[config.mk]
export PLATFORM = sky130hd
export DESIGN_NAME = tgseq_top
export DESIGN_NICKNAME = d
export VERILOG_FILES = /design/src/common/tgseq_pkg.sv /design/src/common/tgseq_reg_if.sv /design/src/rtl/tgseq_i2c_slave.sv /design/src/rtl/tgseq_sync.sv /design/src/rtl/tgseq_top.sv
export SDC_FILE = /design/constraint.sdc
export NUM_CORES = 1
export LEC_CHECK = 0
export BUFFER_PORTS_ARGS = -buffer_cell sky130_fd_sc_hd__buf_2
export CORE_MARGIN = 5
export CORE_UTILIZATION = 60
export DETAILED_ROUTE_END_ITERATION = 10
export GPL_ROUTABILITY_DRIVEN = 0
export GPL_TIMING_DRIVEN = 0
export PLACE_DENSITY = 0.84
export SLEW_MARGIN = 20
export SYNTH_ARGS = -nofsm -noshare
export SYNTH_HDL_FRONTEND = slang
export SYNTH_SLANG_ARGS = --single-unit
export TNS_END_PERCENT = 5
[constraint.sdc]
create_clock -name clock_in -period 5.5 [get_ports clock_in]
set_clock_uncertainty 0.05 [all_clocks]
set_input_delay 0.825 -clock clock_in [delete_from_list [all_inputs] [get_ports clock_in]]
set_output_delay 0.825 -clock clock_in [all_outputs]
set_load 0.1 [all_outputs]
[src/common/tgseq_pkg.sv]
// Behaviour
// - supply good low until settle after lockout
// - supply good drops at once on lockout
// - primary pump follows primary gate enable
// - io/core pumps need good supplies, sequence
// - core up first, core down last
// - time rise: core, then io after stagger
// - time fall: io off, core after stagger
// - voltage trigger rise enables core at once
// - io enabled when feedback exceeds reference
// - voltage fall: io off, core after stagger
// - primary lockout kills all three pumps
// - io lockout: io off, core after stagger
// - core lockout kills core and io together
// - flags mirror internal pump enables
// - status byte layout, upper nibble zero
// - status at 00h, override at ffh
// - random read returns exactly one byte
// - gate flags are read only
// - write unlock gates override writes
// - three address bits match address pins
// - override codes 01, 02, 03 shut gates
// - override 00 releases, resequences gates
// - unlock clear at reset, set by 01h
package tgseq_pkg;
    // ----------------------------------------
    // register map
    // ----------------------------------------
    localparam logic [7:0] TGSEQ_ADDR_STATUS = 8'h00;
    localparam logic [7:0] TGSEQ_ADDR_OVERRIDE = 8'hff;
    localparam int TGSEQ_BIT_PRIMARY = 3;
    localparam int TGSEQ_BIT_IO = 2;
    localparam int TGSEQ_BIT_CORE = 1;
    localparam int TGSEQ_BIT_UNLOCK = 0;
    localparam logic [7:0] TGSEQ_UNLOCK_CODE = 8'h01;
    localparam logic [1:0] TGSEQ_OVR_NONE = 2'h0;
    localparam logic [1:0] TGSEQ_OVR_IO_CORE = 2'h1;
    localparam logic [1:0] TGSEQ_OVR_PRIMARY = 2'h2;
    localparam logic [1:0] TGSEQ_OVR_ALL = 2'h3;
    localparam logic [1:0] TGSEQ_OVR_RESET = 2'h0;
    localparam logic [3:0] TGSEQ_DEV_TYPE = 4'ha;
    // ----------------------------------------
    // timing, 10 MHz clock
    // ----------------------------------------
    localparam int TGSEQ_CLK_NS = 100;
    localparam int TGSEQ_SETTLE_US = 100;
    localparam int TGSEQ_UP_US = 50;
    localparam int TGSEQ_DOWN_US = 50;
    localparam int TGSEQ_SETTLE_CYC = (TGSEQ_SETTLE_US * 1000 + TGSEQ_CLK_NS - 1) / TGSEQ_CLK_NS;
    localparam int TGSEQ_UP_CYC = (TGSEQ_UP_US * 1000 + TGSEQ_CLK_NS - 1) / TGSEQ_CLK_NS;
    localparam int TGSEQ_DOWN_CYC = (TGSEQ_DOWN_US * 1000 + TGSEQ_CLK_NS - 1) / TGSEQ_CLK_NS;
endpackage : tgseq_pkg

[src/common/tgseq_reg_if.sv]
interface tgseq_reg_if;
    logic [7:0] addr;
    logic [7:0] wdata;
    logic wr;
    logic wr_ok;
    logic [7:0] rdata;
    modport slave (input addr, input wdata, input wr, output wr_ok, output rdata);
    modport master (output addr, output wdata, output wr, input wr_ok, input rdata);
endinterface : tgseq_reg_if

[src/rtl/tgseq_i2c_slave.sv]
// two-wire slave: start/stop, slave address, word address, one data byte
module tgseq_i2c_slave
    import tgseq_pkg::*;
(
    input wire logic clk_in,
    input wire logic rst_n_in,
    // synchronised bus lines
    input wire logic scl_in,
    input wire logic sda_in,
    input wire logic [2:0] addr_pins_in,
    // sda drive, high enables pull-low
    output logic sda_oe_out,
    tgseq_reg_if.master regs
);
    typedef enum logic [2:0] {
        TGSEQ_S_IDLE = 3'b000,
        TGSEQ_S_DEV = 3'b001,
        TGSEQ_S_WADR = 3'b010,
        TGSEQ_S_WDAT = 3'b011,
        TGSEQ_S_RDAT = 3'b100,
        TGSEQ_S_RACK = 3'b101
    } tgseq_i2c_st_t;
    tgseq_i2c_st_t st_r;
    logic scl_d_r, sda_d_r;
    logic [3:0] bit_r;
    logic [7:0] sh_r;
    logic [7:0] ptr_r;
    logic ack_r;
    logic ack_pend_r;
    logic sda_out_r;
    wire scl_rise = scl_in & ~scl_d_r;
    wire scl_fall = ~scl_in & scl_d_r;
    wire start_c = scl_in & scl_d_r & sda_d_r & ~sda_in;
    wire stop_c = scl_in & scl_d_r & ~sda_d_r & sda_in;
    wire [7:0] sh_nxt = {sh_r[6:0], sda_in};
    wire dev_hit = (sh_nxt[7:4] == TGSEQ_DEV_TYPE) && (sh_nxt[3:1] == addr_pins_in);
    wire byte_end = scl_rise && (bit_r == 4'd7);
    wire ack_slot = bit_r == 4'd8;
    assign regs.addr = ptr_r;
    assign regs.wdata = sh_nxt;
    assign regs.wr = byte_end && (st_r == TGSEQ_S_WDAT);
    assign sda_oe_out = ack_r | ~sda_out_r;
    always_ff @(posedge clk_in or negedge rst_n_in) begin
        if (!rst_n_in) begin
            st_r <= TGSEQ_S_IDLE;
            scl_d_r <= 1'b1;
            sda_d_r <= 1'b1;
            bit_r <= 4'd0;
            sh_r <= 8'h00;
            ptr_r <= 8'h00;
            ack_r <= 1'b0;
            ack_pend_r <= 1'b0;
            sda_out_r <= 1'b1;
        end else begin
            scl_d_r <= scl_in;
            sda_d_r <= sda_in;
            // ack goes out on the fall after the 8th bit and drops on the next fall,
            // so sda never moves while scl is high and cannot fake a start
            if (scl_fall) begin
                ack_r <= ack_slot && ack_pend_r && (st_r != TGSEQ_S_IDLE);
            end
            if (start_c) begin
                st_r <= TGSEQ_S_DEV;
                bit_r <= 4'd0;
                ack_r <= 1'b0;
                sda_out_r <= 1'b1;
            end else if (stop_c) begin
                st_r <= TGSEQ_S_IDLE;
                ack_r <= 1'b0;
                sda_out_r <= 1'b1;
            end else if (st_r != TGSEQ_S_IDLE) begin
                if (scl_rise && !ack_slot) begin
                    sh_r <= sh_nxt;
                    bit_r <= bit_r + 4'd1;
                end
                if (byte_end) begin
                    case (st_r)
                        TGSEQ_S_DEV: begin
                            ack_pend_r <= dev_hit;
                        end
                        TGSEQ_S_WADR: begin
                            ptr_r <= sh_nxt;
                            ack_pend_r <= 1'b1;
                        end
                        TGSEQ_S_WDAT: begin
                            ack_pend_r <= regs.wr_ok;
                        end
                        default: begin
                            ack_pend_r <= 1'b0;
                        end
                    endcase
                end
                if (scl_fall && bit_r == 4'd8 && st_r == TGSEQ_S_RACK) begin
                    sda_out_r <= 1'b1;
                end
                if (scl_rise && ack_slot) begin
                    bit_r <= 4'd0;
                    case (st_r)
                        TGSEQ_S_DEV: begin
                            if (!ack_pend_r) begin
                                st_r <= TGSEQ_S_IDLE;
                            end else if (sh_r[0]) begin
                                st_r <= TGSEQ_S_RDAT;
                            end else begin
                                st_r <= TGSEQ_S_WADR;
                            end
                        end
                        TGSEQ_S_WADR: begin
                            st_r <= TGSEQ_S_WDAT;
                        end
                        TGSEQ_S_RACK: begin
                            st_r <= TGSEQ_S_IDLE;
                        end
                        default: begin
                            st_r <= TGSEQ_S_IDLE;
                        end
                    endcase
                    if (st_r == TGSEQ_S_RACK) begin
                        sda_out_r <= 1'b1;
                    end
                end
                if (scl_fall && st_r == TGSEQ_S_RDAT) begin
                    // shift out the single read byte msb first
                    sda_out_r <= regs.rdata[3'd7 - bit_r[2:0]];
                    if (bit_r == 4'd8) begin
                        sda_out_r <= 1'b1;
                    end
                end
                if (byte_end && st_r == TGSEQ_S_RDAT) begin
                    st_r <= TGSEQ_S_RACK;
                end
            end
        end
    end
endmodule : tgseq_i2c_slave

[src/rtl/tgseq_sync.sv]
module tgseq_sync #(
    parameter int WIDTH = 1
) (
    input wire logic clk_in,
    input wire logic rst_n_in,
    input wire logic [WIDTH-1:0] d_in,
    output logic [WIDTH-1:0] q_out
);
    logic [WIDTH-1:0] meta_r;
    always_ff @(posedge clk_in or negedge rst_n_in) begin
        if (!rst_n_in) begin
            meta_r <= '0;
            q_out <= '0;
        end else begin
            meta_r <= d_in;
            q_out <= meta_r;
        end
    end
endmodule : tgseq_sync

[src/rtl/tgseq_top.sv]
module tgseq_top
    import tgseq_pkg::*;
#(
    parameter int SETTLE_CYC = TGSEQ_SETTLE_CYC,
    parameter int UP_CYC = TGSEQ_UP_CYC,
    parameter int DOWN_CYC = TGSEQ_DOWN_CYC
) (
    // clock and reset
    input wire logic clock_in,
    input wire logic rst_n_in,
    // supply comparators, high when above lockout; core feedback high when above reference
    input wire logic primary_ok_in,
    input wire logic io_ok_in,
    input wire logic core_ok_in,
    input wire logic core_feedback_above_in,
    // sequence controls
    input wire logic primary_gate_enable_in,
    input wire logic time_sequence_in,
    input wire logic voltage_sequence_trigger_in,
    // two-wire bus
    input wire logic scl_in,
    input wire logic sda_in,
    output logic sda_out,
    output logic sda_oe_out,
    input wire logic [2:0] addr_pins_in,
    // outputs
    output logic supply_good_out,
    output logic primary_pump_out,
    output logic io_pump_out,
    output logic core_pump_out
);
    // ----------------------------------------
    // reset and synchronisers
    // ----------------------------------------
    logic [1:0] rst_sync_r;
    logic rst_n;
    always_ff @(posedge clock_in or negedge rst_n_in) begin
        if (!rst_n_in) begin
            rst_sync_r <= 2'b00;
        end else begin
            rst_sync_r <= {rst_sync_r[0], 1'b1};
        end
    end
    assign rst_n = rst_sync_r[1];

    logic [11:0] raw_s;
    tgseq_sync #(.WIDTH(12)) u_sync (
        .clk_in(clock_in),
        .rst_n_in(rst_n),
        .d_in({primary_ok_in, io_ok_in, core_ok_in, core_feedback_above_in,
            primary_gate_enable_in, time_sequence_in, voltage_sequence_trigger_in,
            scl_in, sda_in, addr_pins_in}),
        .q_out(raw_s)
    );
    wire prim_ok = raw_s[11];
    wire io_ok = raw_s[10];
    wire core_ok = raw_s[9];
    wire fb_above = raw_s[8];
    wire pg_en = raw_s[7];
    wire ts_in = raw_s[6];
    wire vt_in = raw_s[5];
    wire scl_s = raw_s[4];
    wire sda_s = raw_s[3];
    wire [2:0] pins_s = raw_s[2:0];

    // ----------------------------------------
    // supply good with settle time
    // ----------------------------------------
    logic [31:0] settle_r;
    logic good_r;
    always_ff @(posedge clock_in or negedge rst_n) begin
        if (!rst_n) begin
            settle_r <= '0;
            good_r <= 1'b0;
        end else if (!prim_ok) begin
            settle_r <= '0;
            good_r <= 1'b0;
        end else if (settle_r < 32'(SETTLE_CYC)) begin
            settle_r <= settle_r + 32'd1;
        end else begin
            good_r <= 1'b1;
        end
    end
    assign supply_good_out = good_r & prim_ok;

    // ----------------------------------------
    // edge detection of sequence inputs
    // ----------------------------------------
    logic ts_d_r, vt_d_r;
    always_ff @(posedge clock_in or negedge rst_n) begin
        if (!rst_n) begin
            ts_d_r <= 1'b0;
            vt_d_r <= 1'b0;
        end else begin
            ts_d_r <= ts_in;
            vt_d_r <= vt_in;
        end
    end
    wire ts_rise = ts_in & ~ts_d_r;
    wire ts_fall = ~ts_in & ts_d_r;
    wire vt_rise = vt_in & ~vt_d_r;
    wire vt_fall = ~vt_in & vt_d_r;

    // ----------------------------------------
    // registers
    // ----------------------------------------
    tgseq_reg_if rif ();
    logic unlock_r;
    logic [1:0] ovr_r;
    logic primary_r, io_r, core_r;
    wire wr_status = rif.wr && (rif.addr == TGSEQ_ADDR_STATUS);
    wire wr_ovr = rif.wr && (rif.addr == TGSEQ_ADDR_OVERRIDE) && unlock_r;
    assign rif.wr_ok = (rif.addr == TGSEQ_ADDR_OVERRIDE) ? unlock_r : 1'b1;
    wire [7:0] status_byte = {4'h0, primary_r, io_r, core_r, unlock_r};
    assign rif.rdata = (rif.addr == TGSEQ_ADDR_STATUS) ? status_byte :
        (rif.addr == TGSEQ_ADDR_OVERRIDE) ? {6'h00, ovr_r} : 8'h00;
    always_ff @(posedge clock_in or negedge rst_n) begin
        if (!rst_n) begin
            unlock_r <= 1'b0;
            ovr_r <= TGSEQ_OVR_RESET;
        end else begin
            // in the status byte only the unlock bit is writable; gate flags ignore writes
            if (wr_status && rif.wdata == TGSEQ_UNLOCK_CODE) begin
                unlock_r <= 1'b1;
            end
            if (wr_ovr) begin
                ovr_r <= rif.wdata[1:0];
            end
        end
    end

    tgseq_i2c_slave u_bus (
        .clk_in(clock_in),
        .rst_n_in(rst_n),
        .scl_in(scl_s),
        .sda_in(sda_s),
        .addr_pins_in(pins_s),
        .sda_oe_out(sda_oe_out),
        .regs(rif.master)
    );
    assign sda_out = 1'b0;

    // ----------------------------------------
    // sequencing of io and core pumps
    // ----------------------------------------
    // want_r is the requested state of the secondary pair, from either sequence input
    logic want_r;
    logic vmode_r;
    logic [31:0] up_cnt_r, dn_cnt_r;
    wire ovr_io_off = (ovr_r == TGSEQ_OVR_IO_CORE) || (ovr_r == TGSEQ_OVR_ALL);
    wire ovr_pr_off = (ovr_r == TGSEQ_OVR_PRIMARY) || (ovr_r == TGSEQ_OVR_ALL);
    wire sec_ok = supply_good_out & io_ok & core_ok;
    wire run = want_r & sec_ok & ~ovr_io_off;
    wire io_allow = vmode_r ? fb_above : (up_cnt_r >= 32'(UP_CYC));
    always_ff @(posedge clock_in or negedge rst_n) begin
        if (!rst_n) begin
            want_r <= 1'b0;
            vmode_r <= 1'b0;
        end else if (ts_rise | vt_rise) begin
            want_r <= 1'b1;
            vmode_r <= vt_rise;
        end else if (ts_fall | vt_fall) begin
            want_r <= 1'b0;
        end
    end
    always_ff @(posedge clock_in or negedge rst_n) begin
        if (!rst_n) begin
            up_cnt_r <= '0;
            dn_cnt_r <= '0;
            core_r <= 1'b0;
            io_r <= 1'b0;
            primary_r <= 1'b0;
        end else begin
            primary_r <= pg_en & prim_ok & ~ovr_pr_off;
            if (!prim_ok || !core_ok) begin
                core_r <= 1'b0;
                io_r <= 1'b0;
                up_cnt_r <= '0;
                dn_cnt_r <= '0;
            end else if (run) begin
                core_r <= 1'b1;
                dn_cnt_r <= '0;
                if (core_r && up_cnt_r < 32'(UP_CYC)) begin
                    up_cnt_r <= up_cnt_r + 32'd1;
                end
                if (core_r && io_allow) begin
                    io_r <= 1'b1;
                end
            end else begin
                // io off at once, core follows after stagger-down
                io_r <= 1'b0;
                up_cnt_r <= '0;
                if (core_r) begin
                    if (dn_cnt_r >= 32'(DOWN_CYC) - 32'd1) begin
                        core_r <= 1'b0;
                        dn_cnt_r <= '0;
                    end else begin
                        dn_cnt_r <= dn_cnt_r + 32'd1;
                    end
                end
            end
        end
    end
    assign primary_pump_out = primary_r;
    assign io_pump_out = io_r;
    assign core_pump_out = core_r;
endmodule : tgseq_top
---- Yosys cells after proc, flatten, opt, wreduce, memory -nomap -nowiden ----
Index checks and enable logic that the tools add are counted.
operators by class
  add/subtract/negate cells ............... 5
  multiply operators ...................... 0
  div/mod/pow operators ................... 0
  order comparisons ....................... 5
  eq/ne operators ......................... 19
  shift operators ......................... 0
  multiplexer cells ....................... 51
  bitwise operators ....................... 34
  reduce and logical (&&, ||, !) cells .... 37
operators by type and width
  kind                                                                                   count
  32-bit 2-to-1 mux                                                                      9
  32-bit by 1-bit adder with 32-bit output (second input constant)                       3
  32-bit by 9-bit greater-or-equal comparator with 1-bit output (second input constant)  2
  32-bit by 10-bit less-than comparator with 1-bit output (second input constant)        1
  32-bit by 9-bit less-than comparator with 1-bit output (second input constant)         1
  1-bit 2-to-1 mux                                                                       25
  4-bit 2-to-1 mux                                                                       6
  3-bit 2-to-1 mux                                                                       7
  1-bit bitwise AND                                                                      18
  1-bit logical AND                                                                      17
  3-bit nonzero test                                                                     5
  1-bit inverter                                                                         13
  4-bit == test (second input constant)                                                  2
  8-bit by 1-bit == test with 1-bit output (second input constant)                       1
  8-bit == test (second input constant)                                                  1
  8-bit logical NOT                                                                      1
  4-bit AND reduction                                                                    2
  3-bit by 2-bit == test with 1-bit output (second input constant)                       2
  3-bit == test (second input constant)                                                  2
  3-bit by 1-bit != test with 1-bit output (second input constant)                       2
  3-bit case mux with 2 select lines                                                     1
  5-bit AND reduction                                                                    1
  4-bit by 1-bit adder with 4-bit output (second input constant)                         1
  2-bit == test (second input constant)                                                  2
  other kinds (18)                                                                       26
word-level totals
  register bits ........................... 160
  latch bits .............................. 0
  RAM bits ................................ 0
  memory bits (read-only) ................. 0
  input port bits ......................... 14
  output and inout bits ................... 6
  word-level logic and storage cells ...... 176
  memories ................................ 0

---- Longest topological paths before layout ----
  word-level depth ........................ 11
  depth in mapped cells ................... 8
  gate-level depth less buffers ........... 7

---- Hierarchy ----
From an unflattened synthesis, not the netlist that was laid out.
second synthesis, totals
  cell total of the unflattened synthesis .. 613
  area total of the unflattened synthesis .. 7080.5 um^2
modules (own cells, without submodules)
  module           instances  cells each  area each (um^2)  seq. area each (um^2)
  tgseq_top        1          470         5047.3            2727.6
  tgseq_i2c_slave  1          119         1432.6            679.4
  tgseq_sync       1          24          600.6             600.6

---- Worst setup path after synthesis ----
No wires, ideal clock.
  path type ............................... reg2out
  from .................................... register u_sync.q_out[11]
  to ...................................... output port supply_good_out
  arrival ................................. 2163 ps
  data required time ...................... 4625 ps
  setup slack ............................. 2462 ps
  stages on the path, launching flop included .. 4
  path buffers ............................ 1
  cells stage by stage .................... dfrtp_1 -> clkbuf_1 -> clkinv_1 -> nor2_1
on the way
  word-level cells in the longest chain between the ends .. 1
ends and longest elaborated chain
  what                    line              source
  from (decl)             tgseq_sync.sv:7   output logic [WIDTH-1:0] q_out
  from (signal assigned)  tgseq_sync.sv:16  q_out <= meta_r;
  1-bit bitwise AND       tgseq_top.sv:84   assign supply_good_out = good_r & prim_ok;
  to (decl)               tgseq_top.sv:27   output logic supply_good_out,
No other way between the ends.

---- Final worst setup path ----
Same ends and word-level chain as after synthesis.

==> reports/results.txt <==
# nets final - 636
routed len/inst - 17.1 µm
vias in the first global route - 4730
PnR worst setup slack - 2350 ps
Port Buffers - 18
die area - 0.0132 mm²
TritonCTS Buffers - 17
Worst-Skew Late Latency - 530 ps
RSZ-0062 raised after global routing - false
CP Cell Sequence - clkbuf_1 -> clkinv_1 -> nor2_1 -> buf_2
Buffers & Inverters on Critical Path - 3
Core ar. - 0.0108 mm²
n_diodes - 0
EDFF count, synth - 0
Crit. End Element - output pin
Yosys cell types - 57
max incr delay on CP - 450 ps
startpoint types - flop
Final Setup Violations - 0
CP Max Fanout - 10
synthesized cell area - 0.00660 mm²
period utilization - 0.573
clock sinks - 160
Initial Util - 0.612
slowest cell on the critical path - buf_2
Worst VDD drop - 241 µV
total wire length - 13.1 mm
placed cell areas - 0.00693 mm²
Setup CP Type - reg -> out
CTS tree - done
Resize count post-CTS - 0
vias - 4603
Layout area overhead - 13.1%
syn avg cell area - 11.5 µm²
post-DP HPWL - 8.47 mm
Pleak - 3.43 nW
Max-cap violations - 0
H-tree depth - 4
FP Rows - 38
number of synthesized register bits - 160
I/O pins - 20
clock transition at the registers of the reported paths - 60 ps
Die Span Y - 115 µm
register area share after synthesis - 0.607
initial antenna violation count - 0
critical path data required time - 4620 ps
clock root buffer - clkbuf_8
f_max - 317 MHz
hold crit path type - reg -> async
crit-path leading delay family - buffers and inverters
layout cells sized above 1 - 0.141
Die Wd - 115 µm
syn_nets - 596
Final Critical Period - 3150 ps
Vias/cell - 5.99
Fin Setup TNS - 0 ps
maximum number of pins on one net before global-route repair - 60
worst slack, placed - 2900 ps
asr flop ratio synth - 1.00
DRT iter0 DRCs - 272
Main synth FF type - dfrtp_1
Synth Instances - 576
fin util - 0.692
antenna violation net count after detailed routing - 0
Worst Path Arrival - 2280 ps
All-Layer GR Usage - 0.217
GR Overflow Total - 0
Pwr Density - 348 mW/mm²
total power - 2.60 mW
Rel. slew slack - 0.379
Final Hold Fails - 0
status - complete, no violations
Worst-Margin Slew - 926 ps
Final Slew Violations - 0
drt drc - 0
Clock Tree Buf Depth - 2
commonest non-fill, non-tap cell in the layout - dfrtp_1
first-pass GRT wire length - 22.7 mm
design area - 0.00747 mm²
synth warn - 0
most frequent cells in the layout - dfrtp_1, nor2_1, and2_1, nand2_1, nor4_1
TritonRoute pass-1 iters - 5
[flip-flops by register name, summed over array words and instances, names as in the netlist, 3 cells and up]
name and count:
dn_cnt_r 32, settle_r 32, u_bus.bit_r 4, u_bus.regs.addr 8, u_bus.sh_r 7, u_bus.st_r 3
u_sync.meta_r 12, u_sync.q_out 12, up_cnt_r 32
[final cells by class]
type | count | area, µm²
clock inverter | 10 | 88.8
clock buffer | 22 | 443
inverter | 13 | 48.8
tap | 140 | 175
timing repair buffer | 21 | 155
fill | 697 | 3320
multi-input combinational | 384 | 2450
sequential | 160 | 4010
buffer | 19 | 92.6
[path summary, 6_finish.rpt]
path | endpoint | cells after the start | startpoint | slack (ps)
max | supply_good_out | 4 | u_sync.q_out[11] | 2350
min | u_sync.meta_r[9] | 0 | rst_sync_r[1] | 300
max reg2reg | dn_cnt_r[9] | 5 | core_pump_out | 3230
min reg2reg | u_sync.meta_r[9] | 0 | rst_sync_r[1] | 300
max in group asynchronous | u_bus.scl_d_r | 2 | rst_sync_r[1] | 4070
min in group clock_in | u_sync.q_out[1] | 0 | u_sync.meta_r[1] | 300
[routing by layer]
metal  up-vias  track usage  share of wire
met5         -            0              0
met4         0       0.0892          0.020
met3        22       0.0437          0.042
met2       127        0.358           0.51
met1      2330        0.283           0.43
li1       2124            -              -
[repair_timing]
action                                 CTS  global route
hold buffers                             0             1
buffers inserted                         0             0
endpoints found under the hold margin    0             2
[synth_stat cells (2+ instances only)]
library cell,count,area share
o21a_1,2,0.0023
xor2_1,3,0.0040
conb_1,2,0.0011
ha_1,6,0.011
nand2b_1,5,0.0047
nand3_1,14,0.011
nor4_1,26,0.025
nor4_2,2,0.0038
a41oi_1,5,0.0066
inv_1,12,0.0068
nor3_1,12,0.0091
o2111ai_1,2,0.0027
nand2_1,33,0.019
a31oi_1,15,0.014
buf_2,2,0.0015
and2_1,48,0.045
clkbuf_1,14,0.0080
dfstp_2,3,0.012
o21ai_0,12,0.0091
nand3b_1,3,0.0034
a22o_1,2,0.0027
nor4_4,2,0.0064
mux2_2,18,0.031
a31o_2,3,0.0040
and3_2,2,0.0023
and4_1,5,0.0066
nand4_1,19,0.018
nor3b_1,4,0.0045
mux2i_1,6,0.0091
nor2b_1,7,0.0066
and3_1,6,0.0057
a21oi_1,20,0.015
xnor2_1,16,0.021
and3b_1,3,0.0040
nor2_1,63,0.036
dfrtp_1,157,0.59
buf_6,2,0.0034
[cell families after synthesis]
group	count (synthesis)	share of synthesized area
AOI/OAI and AO/OA	73	0.0747
and+or+nand+nor	260	0.220
muxes	24	0.0398
other	2	0.00114
xor gates and xnor gates	19	0.0252
adders and majority gates	6	0.0114
DFF	160	0.607
buffers and inverters	32	0.0214
[per-stage QoR]
step	hold WS, ps	std cells
final	295	769
after global routing	301	769
after CTS	0.0746	768
after detailed placement	286	736
after global placement	285	734
after floorplan	281	576
[where the power goes]
| part | internal, mW | leakage [nW] | switching [mW] | total (mW) |
|---|---|---|---|---|
| logic | 0.0996 | 1.05 | 0.154 | 0.254 |
| clock network | 0.609 | 0.251 | 0.446 | 1.06 |
| registers | 1.23 | 2.13 | 0.0601 | 1.29 |
| total | 1.94 | 3.43 | 0.660 | 2.60 |
(Power assumes the default switching activity.)
